### config.mk
export PLATFORM = sky130hd
export DESIGN_NAME = interrupt_flag_mask_unit
export DESIGN_NICKNAME = d
export VERILOG_FILES = /design/src/core/irq_flag_pkg.sv /design/src/core/interrupt_flag_mask_unit.sv /design/src/core/pin_edge_detect.sv
export SDC_FILE = /design/constraint.sdc
export NUM_CORES = 1
export LEC_CHECK = 0
export ABC_AREA = 0
export BUFFER_PORTS_ARGS = -buffer_cell sky130_fd_sc_hd__buf_2
export CAP_MARGIN = 20
export CORE_MARGIN = 4
export CORE_UTILIZATION = 49
export DETAILED_ROUTE_END_ITERATION = 6
export PLACE_DENSITY_LB_ADDON = 0.1
export SLEW_MARGIN = 10
export SYNTH_ARGS = -nofsm -noshare
export SYNTH_HDL_FRONTEND = slang
export SYNTH_SLANG_ARGS = --single-unit
### constraint.sdc
create_clock -name core_clk -period 3.08 [get_ports core_clk]
set_input_delay 0.154 -clock core_clk [delete_from_list [all_inputs] [get_ports core_clk]]
set_output_delay 0.154 -clock core_clk [all_outputs]
set_load 0.005 [all_outputs]
### src/core/irq_flag_pkg.sv
// Shared constants, types and register map of the interrupt flag and mask unit
package irq_flag_pkg;

    localparam int ADDR_W = 6;
    localparam int DATA_W = 4;
    localparam int N_SRC = 11;
    localparam int N_PIN = 5;
    localparam int N_CH = 6;
    localparam int PRIO_W = 3;
    localparam int VEC_W = 14;
    localparam int EVT_W = 3;

    // Word addresses
    localparam logic [ADDR_W-1:0] ADDR_IE_WORD = 6'h00;
    localparam logic [ADDR_W-1:0] ADDR_TMRA_WORD = 6'h01;
    localparam logic [ADDR_W-1:0] ADDR_TMRBC_WORD = 6'h02;
    localparam logic [ADDR_W-1:0] ADDR_TMRD_SER1_WORD = 6'h03;
    localparam logic [ADDR_W-1:0] ADDR_PIN23_WORD = 6'h22;
    localparam logic [ADDR_W-1:0] ADDR_SER2_WORD = 6'h23;
    localparam logic [ADDR_W-1:0] ADDR_EDGE_SEL_A = 6'h26;
    localparam logic [ADDR_W-1:0] ADDR_EDGE_SEL_B = 6'h27;
    localparam logic [ADDR_W-1:0] ADDR_EVT_STAT = 6'h30;
    localparam logic [ADDR_W-1:0] ADDR_EVT_EN = 6'h31;
    localparam logic [ADDR_W-1:0] ADDR_EVT_CLR = 6'h32;

    // Source indices
    localparam int SRC_PIN0 = 0;
    localparam int SRC_PIN1 = 1;
    localparam int SRC_PIN2 = 2;
    localparam int SRC_PIN3 = 3;
    localparam int SRC_PIN4 = 4;
    localparam int SRC_TMRA = 5;
    localparam int SRC_TMRB = 6;
    localparam int SRC_TMRC = 7;
    localparam int SRC_TMRD = 8;
    localparam int SRC_SER1 = 9;
    localparam int SRC_SER2 = 10;
    localparam int CH_CAPTURE = 5;

    // Word and flag bit of each source; its mask sits one bit above
    localparam logic [ADDR_W-1:0] SRC_ADDR [N_SRC] = '{6'h00, 6'h01, 6'h22, 6'h22, 6'h23,
        6'h01, 6'h02, 6'h02, 6'h03, 6'h03, 6'h23};
    localparam int SRC_FBIT [N_SRC] = '{2, 0, 0, 2, 0, 2, 0, 2, 0, 2, 2};
    localparam logic [PRIO_W-1:0] SRC_PRIO [N_SRC] = '{3'h1, 3'h2, 3'h4, 3'h5, 3'h6,
        3'h3, 3'h4, 3'h5, 3'h6, 3'h7, 3'h7};
    localparam int IE_BIT = 0;
    localparam logic [PRIO_W-1:0] PRIO_NONE = 3'h0;
    localparam logic [VEC_W-1:0] VEC_STEP = 14'h0002;

    // Reset values
    localparam logic IE_RST = 1'h0;
    localparam logic [N_SRC-1:0] FLAG_RST = 11'h000;
    localparam logic [N_SRC-1:0] MASK_RST = 11'h7ff;
    localparam logic [3:0] EDGE_SEL_A_RST = 4'h0;
    localparam logic [1:0] EDGE_SEL_B_RST = 2'h0;
    localparam logic [EVT_W-1:0] EVT_RST = 3'h0;

    // Sticky event bits
    localparam int EVT_ACCEPT = 0;
    localparam int EVT_RETURN = 1;
    localparam int EVT_OVERRUN = 2;

    typedef enum logic [1:0] {EDGE_NONE, EDGE_FALL, EDGE_RISE, EDGE_BOTH} edge_sel_t;

    typedef struct packed {
        logic [ADDR_W-1:0] addr;
        logic [DATA_W-1:0] wdata;
        logic wr;
        logic rd;
    } reg_bus_t;

    typedef struct packed {
        logic tmra_ovf;
        logic tmrb_ovf;
        logic tmrc_ovf;
        logic tmrd_ovf;
        logic serial_one_done;
        logic serial_two_done;
    } periph_evt_t;

    typedef struct packed {
        logic req;
        logic [PRIO_W-1:0] level;
        logic [VEC_W-1:0] vector;
    } core_req_t;

    typedef struct packed {
        logic global_irq_enable;
        logic [N_SRC-1:0] flag;
        logic [N_SRC-1:0] mask;
        logic [3:0] edge_select_word_a;
        logic [1:0] edge_select_word_b;
        logic [EVT_W-1:0] evt_stat;
        logic [EVT_W-1:0] evt_en;
        logic [DATA_W-1:0] rdata;
        logic sys_irq;
        core_req_t core;
    } ctrl_state_t;

endpackage

### src/core/interrupt_flag_mask_unit.sv
// Interrupt request flags, masks, global enable and priority encoder
//
// The plain strobed port was chosen for this implementation.
`timescale 1ns/10ps

// Summary of operation
// - External pin mask 0 passes its flag; 1 blocks it, flag still held
// - Timer A overflow sets its flag, bit 2 of word 0x001
// - Timer A mask at bit 3 of word 0x001, 1 blocks, 0 passes
// - Timer B overflow sets its flag, bit 0 of word 0x002
// - Timer B mask at bit 1 of word 0x002, 1 blocks, 0 passes
// - Timer C overflow sets its flag, bit 2 of word 0x002
// - Timer C mask at bit 3 of word 0x002, 1 blocks, 0 passes
// - Timer D flag, bit 0 of 0x003, set on overflow or capture pin edge
// - Timer D mask at bit 1 of word 0x003, 1 blocks, 0 passes
// - Serial flags at bit 2 set on transfer done
// - Serial masks at bit 3 of their words, 1 blocks, 0 passes
// - Global enable at word 0 bit 0; cleared on accept, set on return
// - Fixed priority one to seven, each level with its own vector
// - Pins 0,1 set on falling edge; pins 2-4 on selected edge
module interrupt_flag_mask_unit
    import irq_flag_pkg::*;
(
    input wire logic core_clk,
    input wire logic resetn,
    input wire reg_bus_t bus,
    output logic [DATA_W-1:0] bus_rdata,
    input wire periph_evt_t periph_evt,
    input wire logic capture_enable,
    input wire logic [N_PIN-1:0] ext_irq_pins,
    input wire logic capture_event_pin,
    input wire logic irq_accept,
    input wire logic return_from_irq_instr,
    output core_req_t irq_to_core,
    output logic sys_irq
);

    ctrl_state_t s_r;
    ctrl_state_t s_nxt;

    logic [N_CH-1:0] pin_raw;
    logic [N_CH-1:0][1:0] pin_edge_sel;
    logic [N_CH-1:0] pin_hit;

    // Word image of one address as software sees it
    function automatic logic [DATA_W-1:0] read_word(
        input logic [ADDR_W-1:0] addr,
        input ctrl_state_t st
    );
        logic [DATA_W-1:0] w;
        w = '0;
        for (int i = 0; i < N_SRC; i++)
        begin
            if (addr == SRC_ADDR[i])
            begin
                w[SRC_FBIT[i]] = st.flag[i];
                w[SRC_FBIT[i] + 1] = st.mask[i];
            end
        end
        if (addr == ADDR_IE_WORD)
        begin
            w[IE_BIT] = st.global_irq_enable;
        end
        if (addr == ADDR_EVT_STAT)
        begin
            w = DATA_W'(st.evt_stat);
        end
        if (addr == ADDR_EVT_EN)
        begin
            w = DATA_W'(st.evt_en);
        end
        return w;
    endfunction

    // Highest priority (lowest level number) among pending sources
    function automatic logic [PRIO_W-1:0] best_level(
        input logic [N_SRC-1:0] pending
    );
        logic [PRIO_W-1:0] lvl;
        lvl = PRIO_NONE;
        for (int i = 0; i < N_SRC; i++)
        begin
            if (pending[i] && (lvl == PRIO_NONE || SRC_PRIO[i] < lvl))
            begin
                lvl = SRC_PRIO[i];
            end
        end
        return lvl;
    endfunction

    // Pin channels: five external pins and the capture input
    always_comb
    begin
        pin_raw = {capture_event_pin, ext_irq_pins};
        pin_edge_sel[SRC_PIN0] = EDGE_FALL;
        pin_edge_sel[SRC_PIN1] = EDGE_FALL;
        pin_edge_sel[SRC_PIN2] = s_r.edge_select_word_a[1:0];
        pin_edge_sel[SRC_PIN3] = s_r.edge_select_word_a[3:2];
        pin_edge_sel[SRC_PIN4] = s_r.edge_select_word_b;
        pin_edge_sel[CH_CAPTURE] = capture_enable ? EDGE_BOTH : EDGE_NONE;
    end

    pin_edge_detect #(
        .WIDTH(N_CH)
    ) u_pin_edge (
        .core_clk(core_clk),
        .resetn(resetn),
        .pin_in(pin_raw),
        .edge_sel(pin_edge_sel),
        .edge_hit(pin_hit)
    );

    always_comb
    begin
        logic [N_SRC-1:0] set_req;
        logic [N_SRC-1:0] pending;
        logic [EVT_W-1:0] evt_set;
        set_req = '0;
        pending = '0;
        evt_set = '0;
        s_nxt = s_r;

        // Hardware request sources
        set_req[SRC_PIN0] = pin_hit[SRC_PIN0];
        set_req[SRC_PIN1] = pin_hit[SRC_PIN1];
        set_req[SRC_PIN2] = pin_hit[SRC_PIN2];
        set_req[SRC_PIN3] = pin_hit[SRC_PIN3];
        set_req[SRC_PIN4] = pin_hit[SRC_PIN4];
        set_req[SRC_TMRA] = periph_evt.tmra_ovf;
        set_req[SRC_TMRB] = periph_evt.tmrb_ovf;
        set_req[SRC_TMRC] = periph_evt.tmrc_ovf;
        set_req[SRC_TMRD] = periph_evt.tmrd_ovf | pin_hit[CH_CAPTURE];
        set_req[SRC_SER1] = periph_evt.serial_one_done;
        set_req[SRC_SER2] = periph_evt.serial_two_done;

        // Software writes
        if (bus.wr)
        begin
            for (int i = 0; i < N_SRC; i++)
            begin
                if (bus.addr == SRC_ADDR[i])
                begin
                    if (!bus.wdata[SRC_FBIT[i]])
                    begin
                        s_nxt.flag[i] = 1'b0;
                    end
                    s_nxt.mask[i] = bus.wdata[SRC_FBIT[i] + 1];
                end
            end
            unique case (bus.addr)
                ADDR_IE_WORD:
                begin
                    s_nxt.global_irq_enable = bus.wdata[IE_BIT];
                end
                ADDR_EDGE_SEL_A:
                begin
                    s_nxt.edge_select_word_a = bus.wdata[3:0];
                end
                ADDR_EDGE_SEL_B:
                begin
                    s_nxt.edge_select_word_b = bus.wdata[1:0];
                end
                ADDR_EVT_EN:
                begin
                    s_nxt.evt_en = bus.wdata[EVT_W-1:0];
                end
                ADDR_EVT_CLR:
                begin
                    s_nxt.evt_stat = s_r.evt_stat & ~bus.wdata[EVT_W-1:0];
                end
                default:
                begin
                end
            endcase
        end

        // Acceptance clears the enable, return sets it; return wins
        if (irq_accept)
        begin
            s_nxt.global_irq_enable = 1'b0;
        end
        if (return_from_irq_instr)
        begin
            s_nxt.global_irq_enable = 1'b1;
        end

        // New request lands after a clear in the same cycle; flags never auto-clear
        s_nxt.flag = s_nxt.flag | set_req;

        // Sticky events
        evt_set[EVT_ACCEPT] = irq_accept;
        evt_set[EVT_RETURN] = return_from_irq_instr;
        evt_set[EVT_OVERRUN] = |(set_req & s_r.flag);
        s_nxt.evt_stat = s_nxt.evt_stat | evt_set;
        s_nxt.sys_irq = |(s_nxt.evt_stat & s_nxt.evt_en);

        // Read data valid only in the cycle after the strobe
        if (bus.rd)
        begin
            s_nxt.rdata = read_word(bus.addr, s_r);
        end
        else
        begin
            s_nxt.rdata = '0;
        end

        // Request to the core from the next state of flags and masks
        pending = s_nxt.flag & ~s_nxt.mask;
        s_nxt.core.req = s_nxt.global_irq_enable & (|pending);
        s_nxt.core.level = best_level(pending);
        s_nxt.core.vector = VEC_W'(s_nxt.core.level) * VEC_STEP;
    end

    always_ff @(posedge core_clk or negedge resetn)
    begin
        if (!resetn)
        begin
            s_r.global_irq_enable <= IE_RST;
            s_r.flag <= FLAG_RST;
            s_r.mask <= MASK_RST;
            s_r.edge_select_word_a <= EDGE_SEL_A_RST;
            s_r.edge_select_word_b <= EDGE_SEL_B_RST;
            s_r.evt_stat <= EVT_RST;
            s_r.evt_en <= EVT_RST;
            s_r.rdata <= '0;
            s_r.sys_irq <= 1'b0;
            s_r.core <= '0;
        end
        else
        begin
            s_r <= s_nxt;
        end
    end

    assign bus_rdata = s_r.rdata;
    assign irq_to_core = s_r.core;
    assign sys_irq = s_r.sys_irq;

endmodule // interrupt_flag_mask_unit

### src/core/pin_edge_detect.sv
// Pin synchroniser and selectable edge detector
`timescale 1ns/10ps

module pin_edge_detect
    import irq_flag_pkg::*;
#(
    parameter int WIDTH = N_CH
)
(
    input wire logic core_clk,
    input wire logic resetn,
    input wire logic [WIDTH-1:0] pin_in,
    input wire logic [WIDTH-1:0][1:0] edge_sel,
    output logic [WIDTH-1:0] edge_hit
);

    typedef struct packed {
        logic [WIDTH-1:0] meta;
        logic [WIDTH-1:0] sync;
        logic [WIDTH-1:0] prev;
        logic [WIDTH-1:0] hit;
        logic [2:0] warm;
    } edge_state_t;

    edge_state_t s_r;
    edge_state_t s_nxt;

    always_comb
    begin
        s_nxt = s_r;
        s_nxt.meta = pin_in;
        s_nxt.sync = s_r.meta;
        s_nxt.prev = s_r.sync;
        // No edge until the pin history is filled after reset
        s_nxt.warm = {s_r.warm[1:0], 1'b1};
        for (int i = 0; i < WIDTH; i++)
        begin
            s_nxt.hit[i] = s_r.warm[2] & ((edge_sel[i][0] & s_r.prev[i] & ~s_r.sync[i])
                | (edge_sel[i][1] & ~s_r.prev[i] & s_r.sync[i]));
        end
    end

    always_ff @(posedge core_clk or negedge resetn)
    begin
        if (!resetn)
        begin
            s_r <= '0;
        end
        else
        begin
            s_r <= s_nxt;
        end
    end

    assign edge_hit = s_r.hit;

endmodule // pin_edge_detect

==> impl_metrics.ini, run 1 <==
[final_layout]
mostFrequentLayoutCells = dfrtp_1, buf_2, nand2_1, nor2_1
regArea_um2 = 1790
fillCellCount = 567
diodes = 0
synthToLayoutAreaGrowth_pct = 12.7
multi_input_area_um2 = 1340
fin_nets = 363
drive_gt1_share_pct = 28.3
final_common_cell = dfrtp_1
post-route-util_pct = 57.9

[clocking]
cts_max_path_buffers = 2
path_clk_slew_ns = 0.09
h-tree-depth = 3
clkSinkCount = 71
cts-root-buf = clkbuf_8
numCtsBuffers = 9
cts_tree = done
clock_latency_ns = 0.35

[detailed_routing]
post_drt_wl_per_cell_um = 18.8
ant_nets = 0
viasPerCell = 5.88
first_pass_iters = 5
wl_mm = 7.81
vias = 2446
drc = 0
drt_iter0_drc = 215

[critical_path]
crit_path_max_incr_delay_ns = 0.63
cp_max_fo = 11
cp.arrival_ns = 2.24
crit_slowest_cell = nor4b_4
path_class = in2reg
end_kind = flop
cp_cell_sequence = buf_2, nor4b_4, nand2_1, o221ai_2, o2111ai_1, nand3b_4, o41a_1
start_kind = input port
required_ns = 3.32

[global_route]
grt_pass1_wl_mm = 12.7
overflow = 0
antenna_found_initial = 0
grt_max_degree = 72
grt_pass1_vias = 2413
grt_use_total_pct = 20.2

[floorplanning]
core_um2 = 6460
die_x_um = 90.3
die_area_um2 = 8150
initial_utilization_pct = 51.4
ioPinCount = 52
num_rows = 29
die_h_um = 90.3

[sta]
max_freq_mhz = 500
drv_slew = 0
worst_pin_slew_ns = 0.851
layout_min_cycle_time_ns = 2.00
final.setup.tns_ns = 0
rsz0062_at_grt = no
setup_viol = 0
finalCritPeriodShare_pct = 64.9
whs_ns = -0.0266
hold_viol_final = 9
clock_skew_ns = 0.0126
relSlewSlack_pct = 42.8

[logic_synthesis]
syn_avg_cell_area_um2 = 11.3
ys_seq_area_share_pct = 54.0
synth_cell_types = 64
netlist_area_um2 = 3320
yosysWarnings = 0
async_flop_share_pct = 100
synth_edf_count = 0
ys_seq_elements = 71
synthFlopType = dfrtp_1
syn-instance-count = 293

[power_and_ir_drop]
leakagePower_nw = 1.63
powerDensity_nw_per_um2 = 566
peakVddDrop_uv = 378

[place]
routabilityCongestion = 0.993
dp_hpwl_mm = 5.69
portBuffers = 40

[worst_hold_path]
hold_class = in2async

[status]
violations = negative hold slack
status = finished with violations

[run]
drv_cap = 0
[registers in the layout (all words and copies together) (netlist names)]
| name | count |
|---|---|
| bus_rdata | 4 |
| irq_to_core | 4 |
| pin_edge_sel | 6 |
| s_r | 29 |
| sys_irq | 1 |
| u_pin_edge.edge_hit | 6 |
| u_pin_edge.s_nxt | 14 |
| u_pin_edge.s_r | 7 |
[repair_timing]
action                                 4_1_cts  5_1_grt
endpoints found under the hold margin        6        0
hold buffers                                 6        0
gates resized for setup                      0        0
buffers inserted                             0        0
[cells by family after synthesis]
group | count (synthesis) | share of synthesized area, %
flip-flops | 71 | 54.0
buffers and inverters | 36 | 6.86
XOR/XNOR | 1 | 0.264
multiplexers | 11 | 3.66
AO/OA/AOI/OAI | 80 | 18.0
AND/OR/NAND/NOR | 92 | 17.0
other | 2 | 0.226
[cell type report]
cell class	instances	share of cell area [%]
Clock inverter	7	2.14
Tap cell	77	2.58
Clock buffer	9	3.31
Timing Repair Buffer	50	7.76
Sequential cell	71	47.9
Inverter	6	0.602
Multi-Input combinational cell	196	35.8
[stage by stage]
| stage | power, W | std cells | hold slack (ns) | cell area, um2 | worst slack, ns |
|---|---|---|---|---|---|
| final | 0.00212 | 416 | -0.0266 | 3740 | 1.08 |
| after global routing | 0.00222 | 416 | 0.00737 | 3740 | 0.977 |
| after CTS | 0.00213 | 416 | 0.0106 | 3740 | 1.13 |
| after detailed placement | 0.00136 | 394 | 0.263 | 3480 | 0.750 |
| after global placement | 0.00136 | 394 | 0.264 | 3480 | 0.795 |
| after floorplan | 0.00126 | 303 | -0.142 | 3360 | 1.17 |
[where the power goes]
| group | switching (W) | internal (W) | total [W] |
|---|---|---|---|
| registers | 0.0000504 | 0.00102 | 0.00107 |
| logic | 0.000164 | 0.000119 | 0.000283 |
| clock network | 0.000378 | 0.000385 | 0.000763 |
| total | 0.000593 | 0.00152 | 0.00212 |
[routing by layer]
layer	wire, um	vias to the layer above	GRT usage [%]
li1	-	1128	-
met1	3350	1172	26.1
met2	3660	126	32.1
met3	609	20	4.50
met4	196	0	9.82
met5	0	-	0
[critical path: cells and delay by family]
family,cells,cell delay (ns)
simple gates,3,1.07
compound gates,3,0.85
buf+inv,1,0.16
[final timing paths]
check / startpoint / endpoint / slack [ns] / cells past startpoint
worst max-delay path: bus[6] / irq_to_core[17]$_DFF_PN0_ / 1.08 / 7
worst min-delay path: resetn / s_r[56]$_DFF_PN0_ / -0.03 / 2
worst max register to register: u_pin_edge.edge_hit[5]$_DFF_PN0_ / irq_to_core[17]$_DFF_PN0_ / 1.25 / 4
worst min register to register: u_pin_edge.s_nxt[20]$_DFF_PN0_ / u_pin_edge.s_nxt[14]$_DFF_PN0_ / 0.35 / 0
max in group asynchronous: resetn / pin_edge_sel[4]$_DFFE_PN0P_ / 2.52 / 2
min in group core_clk: irq_accept / s_r[26]$_DFF_PN0_ / 0.02 / 2
[cell usage after synthesis, types with 3 or more instances]
cell,number,area [um2]
nand2b_1,3,18.8
nor2_1,15,56.3
a21oi_1,5,25.0
dfrtp_1,60,1500
o211ai_1,4,30.0
nand2_1,30,113
a22oi_1,14,105
buf_4,23,173
o21a_1,3,22.5
a221oi_1,5,43.8
a21o_1,6,45.0
dfstp_2,11,289
o21ai_1,4,20.0
nand3b_1,5,37.5
inv_1,6,22.5
and2_1,3,18.8
buf_2,5,25.0
mux2_2,9,101
o21ai_0,14,70.1
nand3_1,10,50.1
a21boi_0,3,22.5
Note: power is estimated with default switching activity, not from simulation.
==> inputs of run 2 (changes only) <==
==> constraint.sdc (replaced) <==
create_clock -name core_clk -period 1.7 [get_ports core_clk]
set_input_delay 0.085 -clock core_clk [delete_from_list [all_inputs] [get_ports core_clk]]
set_output_delay 0.085 -clock core_clk [all_outputs]
set_load 0.005 [all_outputs]
==> impl_metrics.ini, run 2 (synthesized netlist as in run 1, its figures left out) <==
[status]
status = complete, no violations

[sta]
clock_skew_ns = 0.0121
whs_ns = 0.0638
drv_slew = 0
setup_ws_ns = 0.0456
layout_min_cycle_time_ns = 1.65
rsz0062_at_grt = yes
max_freq_mhz = 604
hold_viol_final = 0
setup_viol = 0
finalCritPeriodShare_pct = 97.3

[final_layout]
multi_input_area_um2 = 1400
drive_gt1_share_pct = 42.4
regMostFlops = s_r
fin_nets = 441
synthToLayoutAreaGrowth_pct = 32.7
regArea_um2 = 1790
mostFrequentLayoutCells = buf_4, dfrtp_1, buf_2, nand2_1, dlygate4sd3_1
largest_reg_flops = 29
final_common_cell = buf_4
fillCellCount = 499
diodes = 0

[global_route]
grt_max_degree = 53
grt_pass1_wl_mm = 14.7
overflow = 0
grt_pass1_vias = 2840
antenna_found_initial = 0
grt_use_total_pct = 23.4

[critical_path]
cp_cell_sequence = buf_4, buf_4, a22oi_1, nand4_1, a211o_1, a22oi_1, a21bo_1
cp.arrival_ns = 1.92
path_class = reg2reg
cp_max_fo = 3
crit_family = compound AO/OA/AOI/OAI gates
r2r_setup_slack_ns = 0.05
crit_path_max_incr_delay_ns = 0.41
end_kind = flop
r2r_cells = 7
crit_slowest_cell = dfrtp_1
rr_endpoint = sys_irq$_DFF_PN0_
path_buf_inv = 2
rr_startpoint = u_pin_edge.edge_hit[2]$_DFF_PN0_
start_kind = flop
required_ns = 1.97

[floorplanning]
ioPinCount = 52
core_um2 = 6460
num_rows = 29
die_area_um2 = 8150
die_h_um = 90.3
initial_utilization_pct = 51.4
die_x_um = 90.3

[worst_hold_path]
hp-start = periph_evt[4]
hold_end = s_r[52]$_DFF_PN0_
whs_path_depth = 4
hold_class = in2reg

[clocking]
h-tree-depth = 3
cts-root-buf = clkbuf_8
path_clk_slew_ns = 0.09
cts_tree = done
clock_latency_ns = 0.36
numCtsBuffers = 9
clkSinkCount = 71
cts_max_path_buffers = 2

[power_and_ir_drop]
peakVddDrop_uv = 675
leakagePower_nw = 2.01
powerDensity_nw_per_um2 = 896

[detailed_routing]
ant_nets = 0
vias = 2728
viasPerCell = 5.52
drc = 0
drt_iter0_drc = 122
first_pass_iters = 4
post_drt_wl_per_cell_um = 17.9
wl_mm = 8.86

[place]
post-place-ws_ns = -0.386
dp_hpwl_mm = 6.55
portBuffers = 40
routabilityCongestion = 0.962

[run]
drv_cap = 0
## run 2: through the flow
stage	cells	setup TNS [ns]	total power (W)	area, um2	utilization, %
floorplan	303	-0.159	0.00230	3390	-
global placement	456	-2.33	0.00261	3980	61.7
detailed placement	456	-2.53	0.00263	3980	61.7
CTS	490	0	0.00394	4350	67.3
global route	494	-0.152	0.00413	4400	68.2
finish	494	0	0.00395	4400	68.2
## run 2: worst register-to-register path, stage by stage (launching register included)
cell,delay [ns]
dfrtp_1,0.41
buf_4,0.15
buf_4,0.12
a22oi_1,0.15
nand4_1,0.11
a211o_1,0.26
a22oi_1,0.14
a21bo_1,0.22
## run 2: layer usage
layer | vias to the layer above | track usage [%] | part of all wire (%) | routed length [um]
met5 | - | 0 | 0 | 0
met4 | 0 | 10.8 | 2.7 | 239
met3 | 22 | 4.58 | 4.8 | 427
met2 | 75 | 39.0 | 50 | 4420
met1 | 1342 | 29.3 | 43 | 3770
li1 | 1289 | - | - | -
## run 2: how the worst max path moves through the flow
stage	depth (start not counted)	from	endpoint
after detailed placement	8	bus[8]	irq_to_core[1]$_DFF_PN0_
after floorplan	6	bus[9]	irq_to_core[17]$_DFF_PN0_
after CTS	6	u_pin_edge.edge_hit[5]$_DFF_PN0_	irq_to_core[17]$_DFF_PN0_
after global routing	7	u_pin_edge.edge_hit[2]$_DFF_PN0_	sys_irq$_DFF_PN0_
final	7	u_pin_edge.edge_hit[2]$_DFF_PN0_	sys_irq$_DFF_PN0_
after global placement	8	bus[10]	irq_to_core[1]$_DFF_PN0_
## run 2: report_power, final
part / switching [W] / internal [W]
Sequential: 0.0000823 / 0.00185
Combinational: 0.000363 / 0.000367
Clock: 0.000734 / 0.000554
## run 2: cell type report
| cell class | instances | area share [%] |
|---|---|---|
| sequential | 71 | 40.7 |
| multi-input combinational | 196 | 31.7 |
| timing repair buffer | 128 | 20.7 |
| clock buffer | 9 | 2.81 |
| tap | 77 | 2.19 |
| clock inverter | 7 | 1.36 |
| inverter | 6 | 0.511 |
## run 2: what timing repair did
item | CTS | global route
gates resized for setup | 2 | 7
endpoints found under the hold margin | 32 | 0
hold buffers | 16 | 0
pin swaps | 1 | 8
buffers inserted | 3 | 4
endpoints found under the setup margin | 2 | 4
